File: src/core/spc2_params.svh
// Offsets, field positions, reset values and timing counts of the serial port control block
`ifndef SPC2_PARAMS_SVH
`define SPC2_PARAMS_SVH

`define SPC2_OFS_CTRL2        2'h0
`define SPC2_OFS_CFG          2'h1
`define SPC2_OFS_STATUS       2'h2
`define SPC2_OFS_TXDATA       2'h3

`define SPC2_CTRL2_RESET      8'h00
`define SPC2_CFG_RESET        8'h00

`define SPC2_BIT_TX_EMPTY_IE  7
`define SPC2_BIT_TX_DONE_IE   6
`define SPC2_BIT_RX_FULL_IE   5
`define SPC2_BIT_QUIET_IE     4
`define SPC2_BIT_TX_ON        3
`define SPC2_BIT_RX_ON        2
`define SPC2_BIT_RX_STANDBY   1
`define SPC2_BIT_BREAK_QUEUE  0

`define SPC2_CLK_MHZ          200
`define SPC2_BIT_TIME_NS      80
`define SPC2_BIT_CYCLES       ((`SPC2_BIT_TIME_NS * `SPC2_CLK_MHZ) / 1000)

`define SPC2_LEN_SHORT        4'hA
`define SPC2_LEN_SHORT9       4'hB
`define SPC2_LEN_LONG         4'hD
`define SPC2_LEN_LONG9        4'hE

`endif

File: src/core/spc2_pkg.sv
// Types shared by the serial port control block
package spc2_pkg;

    typedef struct packed {
        logic tx_empty_irq_en;
        logic tx_done_irq_en;
        logic rx_full_irq_en;
        logic line_quiet_irq_en;
        logic tx_on;
        logic rx_on;
        logic rx_standby;
        logic break_queue;
    } spc2_ctrl_s;

    typedef struct packed {
        logic loopback_sel;
        logic tx_bit8;
        logic rx_source_sel;
        logic nine_bit_sel;
        logic wake_sel;
        logic long_break_sel;
        logic single_line_dir;
        logic spare;
    } spc2_cfg_s;

    typedef struct packed {
        logic tx_buf_empty;
        logic tx_done;
        logic rx_buf_full;
        logic line_quiet_flag;
        logic tx_busy;
        logic tx_pin_owned;
        logic rx_pin_owned;
        logic rx_standby;
    } spc2_status_s;

    typedef enum logic [1:0] {
        FRM_DATA,
        FRM_IDLE,
        FRM_BREAK
    } spc2_frame_e;

    typedef enum logic {
        TXS_IDLE,
        TXS_SHIFT
    } spc2_txstate_e;

endpackage : spc2_pkg

File: src/core/spc2_top.sv
// Serial port second control register with transmit queueing, pin ownership and standby
//
// How it works
// RULE1 - Transmit-empty enable gates its flag to interrupt
// RULE2 - Transmit-done enable gates its flag to interrupt
// RULE3 - Receive-full enable gates its flag to interrupt
// RULE4 - Line-quiet enable gates its flag to interrupt
// RULE5 - Transmitter on drives and owns output pin
// RULE6 - Single-wire mode: direction bit steers the line
// RULE7 - Re-enabling transmitter mid-frame queues one idle
// RULE8 - Pin ownership held until queued traffic drains
// RULE9 - Receiver off releases the input pin
// RULE10 - Loopback releases input pin despite receiver on
// RULE11 - Standby bit parks receiver awaiting wakeup
// RULE12 - Wakeup is idle line or address mark
// RULE13 - Software sets standby, wakeup clears it
// RULE14 - Break bit one then zero queues break
// RULE15 - Break bit held keeps queuing break frames
// RULE16 - One or two breaks may follow a pulse
// RULE17 - Control register accessible at any moment
// RULE18 - Loopback feeds receiver from output line
// RULE19 - Nine-bit select adds a ninth data bit
// RULE20 - Enabled flags merge into one interrupt
//
// The register addresses and strobed register access were decided locally.
`timescale 1ns/1ps
`default_nettype none
`include "spc2_params.svh"

module spc2_top #(
    parameter int BIT_CYCLES = `SPC2_BIT_CYCLES
) (
    input  wire logic       mclk,
    input  wire logic       rstn,
    input  wire logic [1:0] reg_addr,
    input  wire logic [7:0] reg_wdata,
    input  wire logic       reg_wr,
    input  wire logic       reg_rd,
    output logic      [7:0] reg_rdata,
    input  wire logic       rx_buf_full,
    input  wire logic       line_quiet_flag,
    input  wire logic       wake_idle_seen,
    input  wire logic       wake_mark_seen,
    input  wire logic       serial_out_pin_in,
    output logic            serial_out_pin_out,
    output logic            serial_out_pin_oe,
    output logic            rx_pin_owned,
    output logic            rx_line,
    output logic            rx_enabled,
    output logic            rx_standby,
    output logic            irq
);

    // The divider is 16 bits wide and needs at least one cycle per bit
    if (BIT_CYCLES < 1 || BIT_CYCLES > 65535) begin : g_bad_bit_cycles
        $error("BIT_CYCLES out of range");
    end

    function automatic logic hit(input logic [1:0] addr, input logic [1:0] ofs);
        hit = (addr == ofs);
    endfunction : hit

    // Register and queue state
    spc2_pkg::spc2_ctrl_s ctrl;
    spc2_pkg::spc2_ctrl_s next_ctrl;
    spc2_pkg::spc2_cfg_s  cfg;
    spc2_pkg::spc2_cfg_s  next_cfg;
    logic [7:0]           tx_buf;
    logic [7:0]           next_tx_buf;
    logic                 tx_buf_full;
    logic                 next_tx_buf_full;
    logic                 idle_pend;
    logic                 next_idle_pend;
    logic                 brk_pend;
    logic                 next_brk_pend;

    // Transmitter interface
    logic                  tx_busy;
    logic                  tx_line;
    logic                  tx_start;
    spc2_pkg::spc2_frame_e tx_kind;
    logic                  tx_done;
    logic                  tx_owner;
    logic                  wr_ctrl;
    logic                  wake_hit;

    // Bit-time enable divider
    logic [15:0] div_cnt;
    logic [15:0] next_div_cnt;
    logic        bit_tick;

    always_comb begin
        bit_tick     = (div_cnt == 16'h0000);
        next_div_cnt = bit_tick ? 16'(BIT_CYCLES - 1) : div_cnt - 16'h0001;
    end

    always_ff @(posedge mclk) begin
        if (!rstn) begin
            div_cnt <= 16'h0000;
        end else begin
            div_cnt <= next_div_cnt;
        end
    end

    // Launch decision: idle, then break, then data
    always_comb begin
        tx_start = 1'b0;
        tx_kind  = spc2_pkg::FRM_DATA;
        if (!tx_busy) begin
            if (idle_pend) begin
                tx_start = 1'b1;
                tx_kind  = spc2_pkg::FRM_IDLE;  // [RULE7]
            end else if (brk_pend || ctrl.break_queue) begin
                tx_start = 1'b1;
                tx_kind  = spc2_pkg::FRM_BREAK;  // [RULE15] [RULE16]
            end else if (tx_buf_full) begin
                tx_start = 1'b1;
                tx_kind  = spc2_pkg::FRM_DATA;
            end
        end
    end

    // Traffic still owed keeps the transmitter in charge of the pin
    assign tx_owner = ctrl.tx_on | tx_busy | tx_start | idle_pend | brk_pend | tx_buf_full;  // [RULE8]
    assign tx_done  = !tx_buf_full && !tx_busy && !idle_pend && !brk_pend && !ctrl.break_queue;
    assign wr_ctrl  = reg_wr && hit(reg_addr, `SPC2_OFS_CTRL2);
    assign wake_hit = cfg.wake_sel ? wake_mark_seen : wake_idle_seen;  // [RULE12]

    always_comb begin
        next_ctrl        = ctrl;
        next_cfg         = cfg;
        next_tx_buf      = tx_buf;
        next_tx_buf_full = tx_buf_full;
        next_idle_pend   = idle_pend;
        next_brk_pend    = brk_pend;
        if (tx_start) begin
            case (tx_kind)
                spc2_pkg::FRM_IDLE:  next_idle_pend   = 1'b0;
                spc2_pkg::FRM_BREAK: next_brk_pend    = 1'b0;
                spc2_pkg::FRM_DATA:  next_tx_buf_full = 1'b0;
                default:             next_tx_buf_full = tx_buf_full;
            endcase
        end
        // Hardware clears standby on the chosen wakeup event
        if (ctrl.rx_standby && wake_hit) begin
            next_ctrl.rx_standby = 1'b0;  // [RULE13]
        end
        // Writes are taken whatever the transmitter or receiver is doing
        if (wr_ctrl) begin
            next_ctrl = spc2_pkg::spc2_ctrl_s'(reg_wdata);  // [RULE17] [RULE11] [RULE13]
            if (reg_wdata[`SPC2_BIT_TX_ON] && !ctrl.tx_on) begin
                next_idle_pend = 1'b1;  // [RULE7]
            end
            if (reg_wdata[`SPC2_BIT_BREAK_QUEUE] && !ctrl.break_queue) begin
                next_brk_pend = 1'b1;  // [RULE14]
            end
        end
        if (reg_wr && hit(reg_addr, `SPC2_OFS_CFG)) begin
            next_cfg = spc2_pkg::spc2_cfg_s'(reg_wdata);
        end
        if (reg_wr && hit(reg_addr, `SPC2_OFS_TXDATA)) begin
            next_tx_buf      = reg_wdata;
            next_tx_buf_full = 1'b1;
        end
    end

    always_ff @(posedge mclk) begin
        if (!rstn) begin
            ctrl        <= spc2_pkg::spc2_ctrl_s'(`SPC2_CTRL2_RESET);
            cfg         <= spc2_pkg::spc2_cfg_s'(`SPC2_CFG_RESET);
            tx_buf      <= 8'h00;
            tx_buf_full <= 1'b0;
            idle_pend   <= 1'b0;
            brk_pend    <= 1'b0;
        end else begin
            ctrl        <= next_ctrl;
            cfg         <= next_cfg;
            tx_buf      <= next_tx_buf;
            tx_buf_full <= next_tx_buf_full;
            idle_pend   <= next_idle_pend;
            brk_pend    <= next_brk_pend;
        end
    end

    spc2_tx u_tx (
        .mclk           (mclk),
        .rstn           (rstn),
        .bit_tick       (bit_tick),
        .start          (tx_start),
        .kind           (tx_kind),
        .data           ({cfg.tx_bit8, tx_buf}),
        .nine_bit_sel   (cfg.nine_bit_sel),
        .long_break_sel (cfg.long_break_sel),
        .busy           (tx_busy),
        .line           (tx_line)
    );

    // Pins, interrupt and read data, all registered
    logic                   next_out;
    logic                   next_oe;
    logic                   next_rx_own;
    logic                   next_rx_line;
    logic                   next_irq;
    logic [7:0]             next_rdata;
    spc2_pkg::spc2_status_s stat;

    always_comb begin
        stat.tx_buf_empty    = !tx_buf_full;
        stat.tx_done         = tx_done;
        stat.rx_buf_full     = rx_buf_full;
        stat.line_quiet_flag = line_quiet_flag;
        stat.tx_busy         = tx_busy;
        stat.tx_pin_owned    = tx_owner;
        stat.rx_pin_owned    = ctrl.rx_on && !cfg.loopback_sel;
        stat.rx_standby      = ctrl.rx_standby;
        next_out = tx_line;
        next_oe  = tx_owner;  // [RULE5] [RULE8]
        if (cfg.loopback_sel && cfg.rx_source_sel) begin
            next_oe = tx_owner && cfg.single_line_dir;  // [RULE6]
        end
        next_rx_own  = ctrl.rx_on && !cfg.loopback_sel;  // [RULE9] [RULE10]
        next_rx_line = tx_line;  // [RULE18]
        if (cfg.loopback_sel && cfg.rx_source_sel && !next_oe) begin
            next_rx_line = serial_out_pin_in;  // [RULE6] [RULE18]
        end else if (!cfg.loopback_sel) begin
            next_rx_line = 1'b1;
        end
        next_irq = (ctrl.tx_empty_irq_en && stat.tx_buf_empty)         // [RULE1] [RULE20]
                || (ctrl.tx_done_irq_en && tx_done)                   // [RULE2]
                || (ctrl.rx_full_irq_en && rx_buf_full)               // [RULE3]
                || (ctrl.line_quiet_irq_en && line_quiet_flag);       // [RULE4]
        next_rdata = 8'h00;
        if (reg_rd) begin
            case (reg_addr)
                `SPC2_OFS_CTRL2:  next_rdata = ctrl;  // [RULE17]
                `SPC2_OFS_CFG:    next_rdata = cfg;
                `SPC2_OFS_STATUS: next_rdata = stat;
                `SPC2_OFS_TXDATA: next_rdata = tx_buf;
                default:          next_rdata = 8'h00;
            endcase
        end
    end

    always_ff @(posedge mclk) begin
        if (!rstn) begin
            serial_out_pin_out <= 1'b1;
            serial_out_pin_oe  <= 1'b0;
            rx_pin_owned       <= 1'b0;
            rx_line            <= 1'b1;
            rx_enabled         <= 1'b0;
            rx_standby         <= 1'b0;
            irq                <= 1'b0;
            reg_rdata          <= 8'h00;
        end else begin
            serial_out_pin_out <= next_out;
            serial_out_pin_oe  <= next_oe;
            rx_pin_owned       <= next_rx_own;
            rx_line            <= next_rx_line;
            rx_enabled         <= ctrl.rx_on;
            rx_standby         <= ctrl.rx_standby;  // [RULE11]
            irq                <= next_irq;
            reg_rdata          <= next_rdata;
        end
    end

endmodule : spc2_top

`default_nettype wire

File: src/core/spc2_tx.sv
// Transmit shifter that sends data, idle and break frames least significant bit first
`timescale 1ns/1ps
`default_nettype none
`include "spc2_params.svh"

module spc2_tx (
    input  wire logic               mclk,
    input  wire logic               rstn,
    input  wire logic               bit_tick,
    input  wire logic               start,
    input  wire spc2_pkg::spc2_frame_e kind,
    input  wire logic [8:0]         data,
    input  wire logic               nine_bit_sel,
    input  wire logic               long_break_sel,
    output logic                    busy,
    output logic                    line
);

    spc2_pkg::spc2_txstate_e state;
    spc2_pkg::spc2_txstate_e next_state;
    logic [13:0]                     shreg;
    logic [13:0]                     next_shreg;
    logic [3:0]                      left;
    logic [3:0]                      next_left;

    always_comb begin
        next_state = state;
        next_shreg = shreg;
        next_left  = left;
        case (state)
            spc2_pkg::TXS_IDLE: begin
                if (start) begin
                    next_state = spc2_pkg::TXS_SHIFT;
                    next_left  = nine_bit_sel ? `SPC2_LEN_SHORT9 : `SPC2_LEN_SHORT;  // [RULE19]
                    case (kind)
                        spc2_pkg::FRM_DATA: begin
                            // Start bit, 8 data bits, optional ninth bit, stop bit
                            if (nine_bit_sel) begin
                                next_shreg = {3'h7, data[8], data[7:0], 1'b0};  // [RULE19]
                            end else begin
                                next_shreg = {5'h1F, data[7:0], 1'b0};  // [RULE19]
                            end
                        end
                        spc2_pkg::FRM_IDLE: begin
                            next_shreg = 14'h3FFF;
                        end
                        spc2_pkg::FRM_BREAK: begin
                            next_shreg = 14'h0000;  // [RULE15]
                            if (long_break_sel) begin
                                next_left = nine_bit_sel ? `SPC2_LEN_LONG9 : `SPC2_LEN_LONG;  // [RULE15]
                            end
                        end
                        default: begin
                            next_shreg = 14'h3FFF;
                        end
                    endcase
                end
            end
            spc2_pkg::TXS_SHIFT: begin
                if (bit_tick) begin
                    next_shreg = {1'b1, shreg[13:1]};
                    next_left  = left - 4'h1;
                    if (left == 4'h1) begin
                        next_state = spc2_pkg::TXS_IDLE;
                        next_shreg = 14'h3FFF;
                    end
                end
            end
            default: begin
                next_state = spc2_pkg::TXS_IDLE;
            end
        endcase
    end

    always_ff @(posedge mclk) begin
        if (!rstn) begin
            state <= spc2_pkg::TXS_IDLE;
            shreg <= 14'h3FFF;
            left  <= 4'h0;
        end else begin
            state <= next_state;
            shreg <= next_shreg;
            left  <= next_left;
        end
    end

    assign busy = (state == spc2_pkg::TXS_SHIFT);
    assign line = shreg[0];

endmodule : spc2_tx

`default_nettype wire
File: config.mk
export PLATFORM = sky130hd
export DESIGN_NAME = spc2_top
export DESIGN_NICKNAME = d
export VERILOG_FILES = /design/src/core/spc2_pkg.sv /design/src/core/spc2_top.sv /design/src/core/spc2_tx.sv
export VERILOG_INCLUDE_DIRS = /design/src /design/src/core
export SDC_FILE = /design/constraint.sdc
export NUM_CORES = 1
export LEC_CHECK = 0
export BUFFER_PORTS_ARGS = -buffer_cell sky130_fd_sc_hd__buf_2
export CAP_MARGIN = 20
export CORE_MARGIN = 3
export CORE_UTILIZATION = 55
export DETAILED_ROUTE_END_ITERATION = 6
export PLACE_DENSITY = 0.82
export SLEW_MARGIN = 5
export SYNTH_ARGS = -nofsm -noshare
export SYNTH_HDL_FRONTEND = slang
export SYNTH_HIERARCHICAL = 1
export SYNTH_SLANG_ARGS = --single-unit
File: constraint.sdc
create_clock -name mclk -period 2.4 [get_ports mclk]
set_input_delay 0.24 -clock mclk [delete_from_list [all_inputs] [get_ports mclk]]
set_output_delay 0.24 -clock mclk [all_outputs]
set_load 0.01 [all_outputs]
# Yosys cells after proc, flatten, opt, wreduce, memory -nomap -nowiden
# Index checks and enable logic that the tools add are counted.
[op_classes]
bitwise = 7
n_reduce_logical = 40
n_addsub = 2
n_eq_ne = 8
mux = 43
[ops]
columns = ["operator", "n"]
rows = [
  ["$pmux 14 s2", 2],
  ["$mux 14", 3],
  ["$pmux 8 s4", 1],
  ["$mux 1", 24],
  ["$mux 4", 5],
  ["$logic_and 1x1->1", 18],
  ["$logic_not 16->1", 1],
  ["$sub 16x1->16 const B", 1],
  ["$mux 13", 1],
  ["$mux 2", 5],
  ["$logic_not 1->1", 8],
  ["$pmux 4 s2", 1],
  ["$eq 2x2->1 const B", 3],
  ["$reduce_and 2->1", 3],
  ["$reduce_bool 2->1", 3],
  ["$or 1x1->1", 5],
  ["$eq 2x1->1 const B", 2],
  ["$eq 4x1->1 const B", 1],
  ["$logic_not 2->1", 2],
  ["$logic_or 1x1->1", 4],
  ["$ne 2x2->1 const B", 2],
  ["$sub 4x1->4 const B", 1],
  ["$not 1->1", 2],
  ["$pmux 1 s2", 1],
  ["$reduce_or 2->1", 1],
]
[totals]
register_bits = 77
output_inout_bits = 15
in_bits = 19
wordCells = 133

# Logic depth before layout (Yosys ltp)
# Gate-level depths: netlist of the first run.
[logic_depth]
ltp_word = 13
depth_mapped = 10
depth_no_buf = 9

# Cells and area by module
# Netlist of the first run, hierarchy kept.
[modules_own_cells]
columns = ["module", "seq_area_each_um2", "cells_each", "n_inst", "area_each_um2"]
rows = [
  ["spc2_top", 1161.1, 248, 1, 2432.3],
  ["spc2_tx", 380.4, 127, 1, 997.2],
]

# Worst setup path before layout of the first run
# No wires, ideal clock.
[synth_path]
path_type = "register to register"
start = "reg div_cnt[0]"
end = "reg u_tx.left[3]"
stages_incl_launch_ff = 9
path_slack_ps = 398
path_buffers = 0
required_ps = 2342
setup_time_ps = 58
t_arrival_ps = 1944
period_less_slack_ps = 2002
cell_sequence = "dfxtp_1 inv_1 ha_1 nor4b_2 nand4_1 inv_1 or4b_4 a21oi_1 o221a_2"
[synth_via]
elab_chain_len = 3
[synth_rtl]
columns = ["item", "line_no", "text"]
rows = [
  ["start, declared", "spc2_top.sv:88", "logic [15:0] div_cnt;"],
  ["start signal, assigned", "spc2_top.sv:101", "div_cnt <= next_div_cnt;"],
  ["$logic_not 16->1", "spc2_top.sv:93", "bit_tick = (div_cnt == 16'h0000);"],
  ["via bit_tick", "spc2_top.sv:90", "logic bit_tick;"],
  ["$ne 2x2->1 (no source line)", "n/a", ""],
  ["$reduce_and 2->1 (no source line)", "n/a", ""],
  ["end signal, assigned", "spc2_tx.sv:83", "left <= next_left;"],
  ["end, declared", "spc2_tx.sv:23", "logic [3:0] left;"],
]
# The timed path passes the listed nets, and every way through them passes these cells.
# A chain may end at the register's enable or synchronous reset.

# Worst setup path after layout of the first run
# Ends and elaborated chain as after synthesis.

==> metrics.md, run 1 <==
| Metric | Value |
|---|---|
| Reg2reg end | u_tx/left[3] |
| Commonest non-fill, non-tap cells in the layout | dfxtp_1 (77), nand2_1 (44), nor2_1 (38) |
| Max-Cap Viols | 0 |
| Number of global-route vias before repair | 2624 |
| Worst Hold End | tx_buf[7] |
| Pre-Repair DR Iteration Count | 4 |
| Post-Syn Area | 3430 µm² |
| Site row count | 28 |
| Critical path launch point type | flip-flop |
| Die Area | 7220 µm² |
| Largest family of logic cells by synthesized area | simple AND/OR/NAND/NOR gates |
| Endpoint class of the critical path | flip-flop |
| Mux contribution to synthesized area | 9.27% |
| Async SR Flop Fraction | 0% |
| Routed WL | 7.54 mm |
| Setup violators final | 0 |
| Adder-cell share of the synthesized area | 1.46% |
| Sequential group share of total power | 43.2% |
| Synthesized area per cell | 9.15 µm² |
| Footprint of the multi-input gates | 1740 µm² |
| First-pass GRT wire length | 12.9 mm |
| Antenna Violating Nets Remaining | 0 |
| Worst r2r src | div_cnt[0] |
| Syn nets | 398 |
| Core box area | 5990 µm² |
| Warnings, synthesis | 6 |
| All-Layer GR Usage | 22.4% |
| M1 GR Usage | 31.8% |
| Top Ports | 34 |
| EDFF count, synth | 0 |
| Total CTS buffers | 9 |
| Xor and xnor area share after synthesis | 2.30% |
| Residual DRC | 0 |
| Crit path required time | 2.69 ns |
| Diode count | 0 |
| Vias per cell | 5.78 |
| Die span in x | 85.0 µm |
| Post-synthesis sequential area ratio | 44.9% |
| Commonest non-fill, non-tap cell in the layout | dfxtp_1 |
| Main synth FF type | dfxtp_1 |
| H-tree levels | 3 |
| Compound-cell area share of the yosys netlist | 13.5% |
| GRT overflow | 0 |
| Fill cells | 498 |
| Post-CTS sizing | 0 |
| Worst EP arrival | 2.51 ns |
| Clock slew at reported path FFs | 0.09 ns |
| Largest net degree at the start of global routing | 34 |
| RSZ-0062 raised after global routing | no |
| Vias | 2803 |
| VDD IR max | 0.567 mV |
| Non-filler instance count after layout | 485 |
| Register area | 1540 µm² |
| Most Crowded Layer GR | met2 |
| Dpl cell area | 3650 µm² |
| Power share of the clock group | 27.4% |
| TNS Setup | 0 ns |
| Logic pwr share | 29.4% |
| Root cell of the clock tree | clkbuf_8 |
| Yosys reg bits | 77 |
| Final hold slack | 0.138 ns |
| Period minus WS final | 2.22 ns |
| Post-DP HPWL | 5.36 mm |
| Postcts setup bufs | 0 |
| Clk sink count | 77 |
| Slew @ Worst Pin | 0.976 ns |
| Die Height | 85.0 µm |
| Layout Nets | 428 |
| Clk buf depth | 2 |
| Cell Int Power | 2.63 mW |
| Initial DRC Count | 161 |
| Status | completed |
| Critical path class | flip-flop to flip-flop |
| Layout cells sized above 1 | 20.0% |
| Clk Latency, worst-skew pair | 0.35 ns |
| Leak | 1.59 nW |
| GR Util met2 | 33.7% |
| CTS tree | done |
| Hold Path Depth | 3 |
| Sw Ratio | 33.5% |
| Final Cell Area | 3870 µm² |
| Worst R2R Path Depth | 8 |
| R2R Setup Slk | 0.18 ns |
| Simple-gate share of the synthesized area | 24.2% |
| Drt wl/cell | 15.6 µm |
| Rel. slew slack | 34.9% |
| Power per cell area | 1020 nW/µm² |
| Final critical-path share of the clock period | 92.5% |
| Final Max Slew Viols | 0 |
| Worst Hold Class | primary input to flip-flop |
| Placed insts | 469 |
| Total Power Consumption | 3.95 mW |
| Cells after Synth | 375 |
| # port buffers | 33 |
| RePlAce Congestion | 0.906 |
| Final hold viol count | 0 |
| Netlist cell types | 54 |
| Max Clock Skew | 0.0109 ns |
| Initial Util | 57.2% |
| Area Overhead vs Synth | 13.0% |
| Antenna violations before repair | 0 |
| Crit-path max FO | 4 |
| M3 GR Usage | 4.37% |
| Max Clock Freq | 450 MHz |
| Hold_sp | reg_wdata[7] |
| CTS Hold Buffers Added | 0 |
| NetSw | 1.33 mW |
-- cells by family (layout without fill, tap and decap cells) --
kind of cell | count (synthesis) | in the layout
and+or+nand+nor | 155 | 155
muxes | 23 | 23
AOI/OAI and AO/OA | 72 | 72
DFF | 77 | 77
xor gates and xnor gates | 9 | 9
adders and majority gates | 4 | 4
buffers and inverters | 35 | 70
-- power groups by stage --
stage	Clock [mW]	Combinational, mW	Sequential, mW
5_1_grt	1.16	1.29	1.74
3_3_place_gp	0	1.11	1.71
6_report	1.08	1.16	1.71
3_5_place_dp	0	1.15	1.73
4_1_cts	1.10	1.16	1.70
2_1_floorplan	0	0.951	1.66
-- state kept, by name, indices dropped and copies added, names as in the netlist, 4 cells and up --
| signal | flops |
|---|---|
| tx_buf | 8 |
| reg_rdata | 8 |
| u_tx/shreg | 14 |
| cfg | 8 |
| ctrl | 8 |
| div_cnt | 16 |
| u_tx/left | 4 |
-- cell type report --
class / count / area share, %
Clock buffer: 9 / 3.20
Clock inverter: 7 / 2.55
Inverter: 12 / 1.16
Multi-Input combinational cell: 263 / 44.9
Sequential cell: 77 / 39.8
Tap cell: 75 / 2.42
Timing Repair Buffer: 42 / 6.01
-- Yosys cell counts (all sizes together) (2+ instances only) --
library cell  instances  share of area, %
nor4                  6               1.6
a21boi                5               1.1
dfxtp                77                45
or4b                  2              0.80
o32ai                 2              0.51
a21oi                22               3.2
ha                    4               1.5
buf                  13               1.9
nand3b                4              0.88
mux4                  7               4.6
clkbuf               10               1.1
xnor2                 8               2.0
nand2b                2              0.36
mux2i                16               4.7
or4                   4               1.2
nor3b                 2              0.58
nand2                44               4.8
nor2                 40               4.5
o31ai                 3              0.66
o2bb2ai               8               2.0
inv                  12               1.3
o211ai                3              0.66
and2                  2              0.36
nand3                14               2.0
nor3                  6               1.4
nand4                 2              0.36
o21ai                18               2.6
nor2b                22               4.0
-- routing by layer --
layer | vias to the layer above | share of wire [%]
met5 | - | 0
met1 | 1337 | 45
met4 | 0 | 1.6
met2 | 80 | 47
li1 | 1377 | -
met3 | 9 | 6.9
-- worst max-delay path, stage by stage (launching register included) --
cell	delay [ns]
dfxtp_1	0.34
inv_1	0.07
ha_1	0.23
nor4b_2	0.29
nand4_1	0.25
inv_1	0.15
or4b_4	0.47
a21oi_1	0.16
o221a_2	0.20
-- through the flow --
stage | util, % | worst slack (ns)
finish | 64.7 | 0.180
global route | 64.7 | 0.0425
CTS | 64.7 | 0.201
detailed placement | 61.0 | 0.248
global placement | 61.0 | 0.409
floorplan | - | 0.398
-- worst max path at each step --
stage	start	to	slack, ns	depth (start not counted)
2_1_floorplan	div_cnt[0]	u_tx/left[3]	0.40	8
3_3_place_gp	div_cnt[0]	u_tx/left[3]	0.41	8
3_5_place_dp	div_cnt[0]	u_tx/left[3]	0.25	8
4_1_cts	div_cnt[0]	u_tx/left[3]	0.20	8
5_1_grt	div_cnt[0]	u_tx/left[3]	0.04	8
6_report	div_cnt[0]	u_tx/left[3]	0.18	8
Power figures use the tool's default switching activity.
==> run 2, diff against run 1 <==
--- a/config.mk
+++ b/config.mk
@@ -11,7 +11,7 @@
 export CORE_MARGIN = 3
 export CORE_UTILIZATION = 55
 export DETAILED_ROUTE_END_ITERATION = 6
-export PLACE_DENSITY = 0.82
+export PLACE_DENSITY = 0.78
 export SLEW_MARGIN = 5
 export SYNTH_ARGS = -nofsm -noshare
 export SYNTH_HDL_FRONTEND = slang
==> constraint.sdc (replaced) <==
create_clock -name mclk -period 2.83 [get_ports mclk]
set_input_delay 0.283 -clock mclk [delete_from_list [all_inputs] [get_ports mclk]]
set_output_delay 0.283 -clock mclk [all_outputs]
set_load 0.01 [all_outputs]
==> run 2 against run 1 <==
- design area fell by 2.0%
- hold slack improved by 0.046 ns
- sequential share of layout area rose by 0.83 points
- critical path depth did not move
- clock power fell by 34%
- cell count fell by 0.62%
- die area did not move
- core utilization fell by 1.3 points
- global-route usage fell by 0.50 points
- total power fell by 21%
- first-iteration DRC count rose by 1.9%
- critical endpoint unchanged
==> metrics.md, run 2 (synthesis gave the netlist of run 1 again) <==
| Metric | Value |
|---|---|
| TNS Setup | 0 ns (unchanged) |
| Critical path's top delay family | simple AND/OR/NAND/NOR gates |
| Final Max Slew Viols | 0 (unchanged) |
| Antenna violations before repair | 0 (unchanged) |
| Post-Place Setup Slack | 0.547 ns (+0.299 ns) |
| Layout Nets | 425 (-0.70%) |
| Leak | 1.55 nW (-2.6%) |
| Final hold slack | 0.185 ns (+0.0464 ns) |
| Cell Int Power | 2.02 mW (-23%) |
| Fill cells | 503 (+1.0%) |
| RePlAce Congestion | 0.817 (-9.8%) |
| Placed insts | 466 (-0.64%) |
| NetSw | 1.09 mW (-17%) |
| Non-filler instance count after layout | 482 (-0.62%) |
| Die Height | 85.0 µm (unchanged) |
| Vias per cell | 5.76 (-0.28%) |
| Total CTS buffers | 9 (unchanged) |
| Antenna Violating Nets Remaining | 0 (unchanged) |
| Crit path required time | 3.13 ns (+0.44 ns) |
| Rel. slew slack | 32.9% (-2.0 points) |
| Slowest CP cell | or4b_4 |
| Worst Hold Class | primary input to flip-flop |
| Sw Ratio | 35.2% (+1.6 points) |
| Total Power Consumption | 3.11 mW (-21%) |
| Sequential group share of total power | 46.5% (+3.3 points) |
| Commonest non-fill, non-tap cell in the layout | dfxtp_1 |
| Vias | 2778 (-0.89%) |
| Logic pwr share | 30.5% (+1.1 points) |
| Routed WL | 7.56 mm (+0.16%) |
| Site row count | 28 (unchanged) |
| Post-DP HPWL | 5.32 mm (-0.82%) |
| # port buffers | 33 (unchanged) |
| GRT overflow | 0 (unchanged) |
| Pre-Repair DR Iteration Count | 5 (+1) |
| Final worst slack | 0.544 ns (+0.365 ns) |
| Clk Latency, worst-skew pair | 0.35 ns (about the same) |
| Endpoint class of the critical path | flip-flop |
| Period minus WS final | 2.29 ns (+0.0655 ns) |
| CP bufs+invs | 2 (unchanged) |
| Status | completed |
| H-tree levels | 3 (unchanged) |
| Root cell of the clock tree | clkbuf_8 |
| Post-CTS sizing | 0 (unchanged) |
| Core Util, Final | 63.4% (-1.3 points) |
| Max Clock Skew | 0.0134 ns (+0.00253 ns) |
| Die span in x | 85.0 µm (unchanged) |
| RSZ-0062 raised after global routing | no |
| First-pass GRT wire length | 12.7 mm (-1.7%) |
| Crit path cell chain | inv_1 > ha_1 > nor4b_2 > nand4_1 > inv_1 > or4b_4 > a21oi_1 > o221a_2 |
| Slew @ Worst Pin | 1.01 ns (+0.0301 ns) |
| Clk buf depth | 2 (unchanged) |
| Commonest non-fill, non-tap cells in the layout | dfxtp_1 (77), nand2_1 (44), nor2_1 (38) |
| Clk sink count | 77 (unchanged) |
| Number of global-route vias before repair | 2625 (+0.038%) |
| Power per cell area | 820 nW/µm² (-20%) |
| Critical path class | flip-flop to flip-flop |
| Largest net degree at the start of global routing | 34 (unchanged) |
| Worst EP arrival | 2.58 ns (+0.07 ns) |
| Initial DRC Count | 164 (+1.9%) |
| Crit-path max FO | 4 (unchanged) |
| Diode count | 0 (unchanged) |
| Top cell by count, worst path | inv_1 |
| Largest register FFs | 16 (unchanged) |
| Critical path launch point type | flip-flop |
| VDD IR max | 0.481 mV (-15%) |
| CTS tree | done |
| Dpl cell area | 3630 µm² (-0.62%) |
| Drt wl/cell | 15.7 µm (+0.78%) |
| Final hold viol count | 0 (unchanged) |
| Initial Util | 57.2% (unchanged) |
| Delay of the slowest critical-path stage | 0.47 ns (about the same) |
| Core box area | 5990 µm² (unchanged) |
| Postcts setup bufs | 0 (unchanged) |
| Max Clock Freq | 438 MHz (-2.9%) |
| Reg with most FFs | div_cnt |
| Residual DRC | 0 (unchanged) |
| Setup violators final | 0 (unchanged) |
| Final critical-path share of the clock period | 80.8% (-12 points) |
| Die Area | 7220 µm² (unchanged) |
| All-Layer GR Usage | 21.9% (-0.50 points) |
| Top Ports | 34 (unchanged) |
| Max-Cap Viols | 0 (unchanged) |
| Power share of the clock group | 23.0% (-4.4 points) |
| Top Registers | div_cnt: 16 flops, u_tx/shreg: 14 flops |
| CTS Hold Buffers Added | 0 (unchanged) |
| Layout cells sized above 1 | 19.2% (-0.84 points) |
| Clock slew at reported path FFs | 0.08 ns (about the same) |
| Final Cell Area | 3800 µm² (-2.0%) |
| Area Overhead vs Synth | 10.7% |
[run 2: cell types whose count changed in the layout (fill, tap and decap cells not counted), sizes merged]
cell,before,now
bufinv,2,0
buf,42,39
clkinvlp,1,2
clkbuf,9,10
[run 2: final timing paths]
check | from | endpoint | slack (ns) | depth (start not counted)
setup / recovery | div_cnt[0] | u_tx/left[3] | 0.54 | 8
hold / removal | reg_wdata[5] | tx_buf[5] | 0.18 | 3
setup reg to reg | div_cnt[0] | u_tx/left[3] | 0.54 | 8
hold reg to reg | u_tx/shreg[3] | u_tx/shreg[3] | 0.48 | 2
[run 2: tightest hold or removal path, cell delays in order]
cell and delay [ns]:
buf_2 0.11, nand2_1 0.05, a21oi_1 0.05
[run 2: layout make-up]
type | count | area (µm²) | area share (%)
Tap cell | 75 | 93.8 | 2.47
Inverter | 12 | 45.0 | 1.19
Timing Repair Buffer | 39 | 210 | 5.54
Clock buffer | 10 | 128 | 3.36
Multi-Input combinational cell | 263 | 1740 | 45.8
Clock inverter | 6 | 38.8 | 1.02
Sequential cell | 77 | 1540 | 40.6
[run 2: power by group through the flow]
stage / combinational (mW) / sequential (mW) / clock [mW]
after floorplan: 0.807 / 1.41 / 0
after global placement: 0.906 / 1.46 / 0
after detailed placement: 0.940 / 1.47 / 0
after CTS: 0.948 / 1.44 / 0.726
after global routing: 1.06 / 1.47 / 0.771
final: 0.948 / 1.45 / 0.716
[run 2: routing by layer]
metal	track usage (%)	share of wire, %
met1	30.1	46
met2	33.8	45
met3	6.80	7.1
met4	5.47	1.3
met5	0	0
==> run 3, diff against run 2 <==
--- a/config.mk
+++ b/config.mk
@@ -6,6 +6,7 @@
 export SDC_FILE = /design/constraint.sdc
 export NUM_CORES = 1
 export LEC_CHECK = 0
+export ABC_AREA = 1
 export BUFFER_PORTS_ARGS = -buffer_cell sky130_fd_sc_hd__buf_2
 export CAP_MARGIN = 20
 export CORE_MARGIN = 3
==> constraint.sdc (replaced) <==
create_clock -name mclk -period 2.2 [get_ports mclk]
set_input_delay 0.22 -clock mclk [delete_from_list [all_inputs] [get_ports mclk]]
set_output_delay 0.22 -clock mclk [all_outputs]
set_load 0.01 [all_outputs]
==> run 3 against run 2 <==
- highest routed layer unchanged
- design area increased by 4.4%
- largest cell class unchanged
- clock-buffer cell count is 2 higher
- via count is 19% higher
- flip-flop and latch count unchanged
- core utilization is 1.3 points higher
- sequential share of layout area down 1.7 points
- clock power rose by 42%
- register-to-register slack got worse by 0.29 ns
- first-iteration DRC count is 19% higher
- combinational power is 28% higher
- critical path type unchanged
==> metrics.md, run 3 <==
| Metric | Value |
|---|---|
| Status | completed |
| Warnings, synthesis | 6 (unchanged) |
| Post-CTS sizing | 0 (unchanged) |
| Routed WL | 8.10 mm (+7.2%) |
| Initial DRC Count | 195 (+19%) |
| Max Clock Freq | 515 MHz (+18%) |
| Max-Cap Viols | 0 (unchanged) |
| Final Max Slew Viols | 0 (unchanged) |
| Core box area | 6130 µm² (+2.3%) |
| Commonest non-fill, non-tap cell in the layout | nand2_1 |
| All-Layer GR Usage | 23.3% (+1.4 points) |
| Main synth FF type | dfxtp_1 |
| Critical path class | flip-flop to flip-flop |
| Site row count | 28 (unchanged) |
| Crit path capture | u_tx/shreg[5] |
| Post-DP HPWL | 5.96 mm (+12%) |
| Worst r2r src | div_cnt[0] |
| Clk Latency, worst-skew pair | 0.35 ns (about the same) |
| Clk buf depth | 2 (unchanged) |
| GRT overflow | 0 (unchanged) |
| Antenna violations before repair | 0 (unchanged) |
| Power per cell area | 1000 nW/µm² (+22%) |
| Largest register FFs | 16 (unchanged) |
| Footprint of the multi-input gates | 1740 µm² (+0.22%) |
| Root cell of the clock tree | clkbuf_8 |
| Synth area leader | dfxtp_1 |
| Final hold slack | 0.107 ns (-0.0778 ns) |
| Placed insts | 599 (+29%) |
| Antenna Violating Nets Remaining | 0 (unchanged) |
| Worst EP arrival | 2.18 ns (-0.40 ns) |
| CTS tree | done |
| Pre-Repair DR Iteration Count | 5 (unchanged) |
| Vias per cell | 5.38 (-6.7%) |
| RSZ-0062 raised after global routing | no |
| Async SR Flop Fraction | 0% (unchanged) |
| Die span in x | 87 µm (+2.4%) |
| Largest net degree at the start of global routing | 31 (-8.8%) |
| Layout Nets | 558 (+31%) |
| Post-synthesis sequential area ratio | 42.7% (-2.2 points) |
| H-tree levels | 3 (unchanged) |
| Vias | 3306 (+19%) |
| Crit path required time | 2.43 ns (-0.70 ns) |
| Critical path launch point type | flip-flop |
| Final worst slack | 0.258 ns (-0.287 ns) |
| Period minus WS final | 1.94 ns (-0.343 ns) |
| CTS Hold Buffers Added | 0 (unchanged) |
| Drt wl/cell | 13.2 µm (-16%) |
| First-pass GRT wire length | 13.8 mm (+9.0%) |
| Clock slew at reported path FFs | 0.08 ns (about the same) |
| Worst Hold Class | primary input to flip-flop |
| Register area | 1540 µm² (unchanged) |
| Top Ports | 34 (unchanged) |
| Max Clock Skew | 0.00806 ns (-0.00532 ns) |
| Number of global-route vias before repair | 3047 (+16%) |
| Crit-path max FO | 18 (+14) |
| Fill cells | 547 (+8.7%) |
| Critical Path Start | div_cnt[0] |
| Dpl cell area | 3780 µm² (+4.1%) |
| Postcts setup bufs | 0 (unchanged) |
| Slew @ Worst Pin | 0.797 ns (-0.208 ns) |
| Post-Place Setup Slack | 0.273 ns (-0.274 ns) |
| Ranking of synthesized cells by area | dfxtp_1 (43%), nand2_1 (14%), nor2_1 (6.8%), a21oi_1 (4.9%), nand3_1 (4.9%) |
| EDFF count, synth | 0 (unchanged) |
| VDD IR max | 0.713 mV (+48%) |
| Synthesized area per cell | 7.16 µm² (-22%) |
| Non-filler instance count after layout | 615 (+28%) |
| Leak | 1.79 nW (+16%) |
| Final hold viol count | 0 (unchanged) |
| Commonest non-fill, non-tap cells in the layout | nand2_1 (130), dfxtp_1 (77), nor2_1 (65) |
| Count leader, synth | nand2_1 |
| Setup violators final | 0 (unchanged) |
| Endpoint class of the critical path | flip-flop |
| Rel. slew slack | 46.8% (+14 points) |
| Syn nets | 527 (+32%) |
| Worst R2R Path Depth | 12 (+4) |
| Final Cell Area | 3960 µm² (+4.4%) |
| Clk sink count | 77 (unchanged) |
| Die Height | 87 µm (+2.4%) |
| Total CTS buffers | 9 (unchanged) |
| Top Registers | div_cnt: 16 flops, u_tx/shreg: 14 flops |
| Reg with most FFs | div_cnt |
| Area Overhead vs Synth | 9.81% |
| RePlAce Congestion | 0.999 (+22%) |
| Post-Syn Area | 3610 µm² (+5.2%) |
| Hold Path Depth | 3 (unchanged) |
| Reg2reg end | u_tx/shreg[5] |
| Residual DRC | 0 (unchanged) |
| Layout cells sized above 1 | 14.1% (-5.1 points) |
| # port buffers | 33 (unchanged) |
| Die Area | 7570 µm² (+4.8%) |
| Yosys top cell area share | 42.7% (-2.2 points) |
| Yosys reg bits | 77 (unchanged) |
| Initial Util | 58.9% (+1.6 points) |
| Final critical-path share of the clock period | 88.3% (+7.5 points) |
| Most frequent cells after synthesis | nand2_1 (130), dfxtp_1 (77), nor2_1 (65), inv_1 (45) |
| Netlist cell types | 39 (-28%) |
| Cells after Synth | 504 (+34%) |
| R2R Setup Slk | 0.26 ns (-0.29 ns) |
| Diode count | 0 (unchanged) |
| TNS Setup | 0 ns (unchanged) |
## run 3: changes by cell type in the layout (fill, tap and decap cells not counted), sizes merged, moves of 8 or more
cell,previous run,this run
nand2,44,141
inv,13,52
mux2i,16,0
o21bai,0,10
nor2b,22,0
nor2,40,70
o2bb2ai,8,0
nand3,14,36
a21oi,22,36
o21ai,18,36
## run 3: stage by stage
stage | power, mW | util, %
after floorplan | 2.74 | -
after detailed placement | 2.97 | 61.6
after global placement | 2.93 | 61.6
after global routing | 4.27 | 64.6
after CTS | 3.98 | 64.6
final | 3.97 | 64.6
## run 3: logic make-up (layout without fill, tap and decap cells)
family / after synthesis / after routing / share of synthesized area [%]
xor gates and xnor gates: 5 / 5 / 1.21
and+or+nand+nor: 257 / 257 / 31.5
adders and majority gates: 4 / 4 / 1.39
DFF: 77 / 77 / 42.7
buffers and inverters: 68 / 104 / 8.98
AOI/OAI and AO/OA: 93 / 93 / 14.2
## run 3: worst min path at each step
stage                                 start         end  slack (ns)
after floorplan                reg_wdata[2]     ctrl[2]        0.35
after global placement           div_cnt[0]  div_cnt[0]        0.42
after detailed placement         div_cnt[0]  div_cnt[0]        0.43
after CTS                 serial_out_pin_in     rx_line        0.10
after global routing                   rstn     rx_line        0.11
final                     serial_out_pin_in     rx_line        0.11
## run 3: layer usage
layer | track usage [%] | vias to the layer above | share of wire [%]
met5 | 0 | - | 0
met4 | 13.7 | 0 | 4.7
met3 | 5.01 | 31 | 5.9
met2 | 35.2 | 118 | 44
met1 | 30.5 | 1479 | 45
li1 | - | 1678 | -
## run 3: cell type report
class / instances / area share (%)
Clock buffer: 12 / 3.41
Clock inverter: 4 / 1.23
Inverter: 53 / 5.56
Multi-Input combinational cell: 359 / 44.0
Sequential cell: 77 / 38.9
Tap cell: 75 / 2.37
Timing Repair Buffer: 35 / 4.55
## run 3: report_power, final
part | switching, mW | total (mW) | internal [mW]
Combinational | 0.774 | 1.21 | 0.438
Sequential | 0.145 | 1.73 | 1.59
Clock | 0.497 | 1.02 | 0.524
## run 3: worst max-delay path, stage by stage, from the launching register on
cell      delay [ns]
dfxtp_1         0.31
inv_1           0.07
ha_1            0.18
nand2_1         0.12
nor2_2          0.19
nand3_1         0.12
nor2_1          0.22
nand2_4         0.10
nand2_8         0.13
inv_4           0.10
nand2_1         0.07
nand2_1         0.05
o21bai_1        0.15
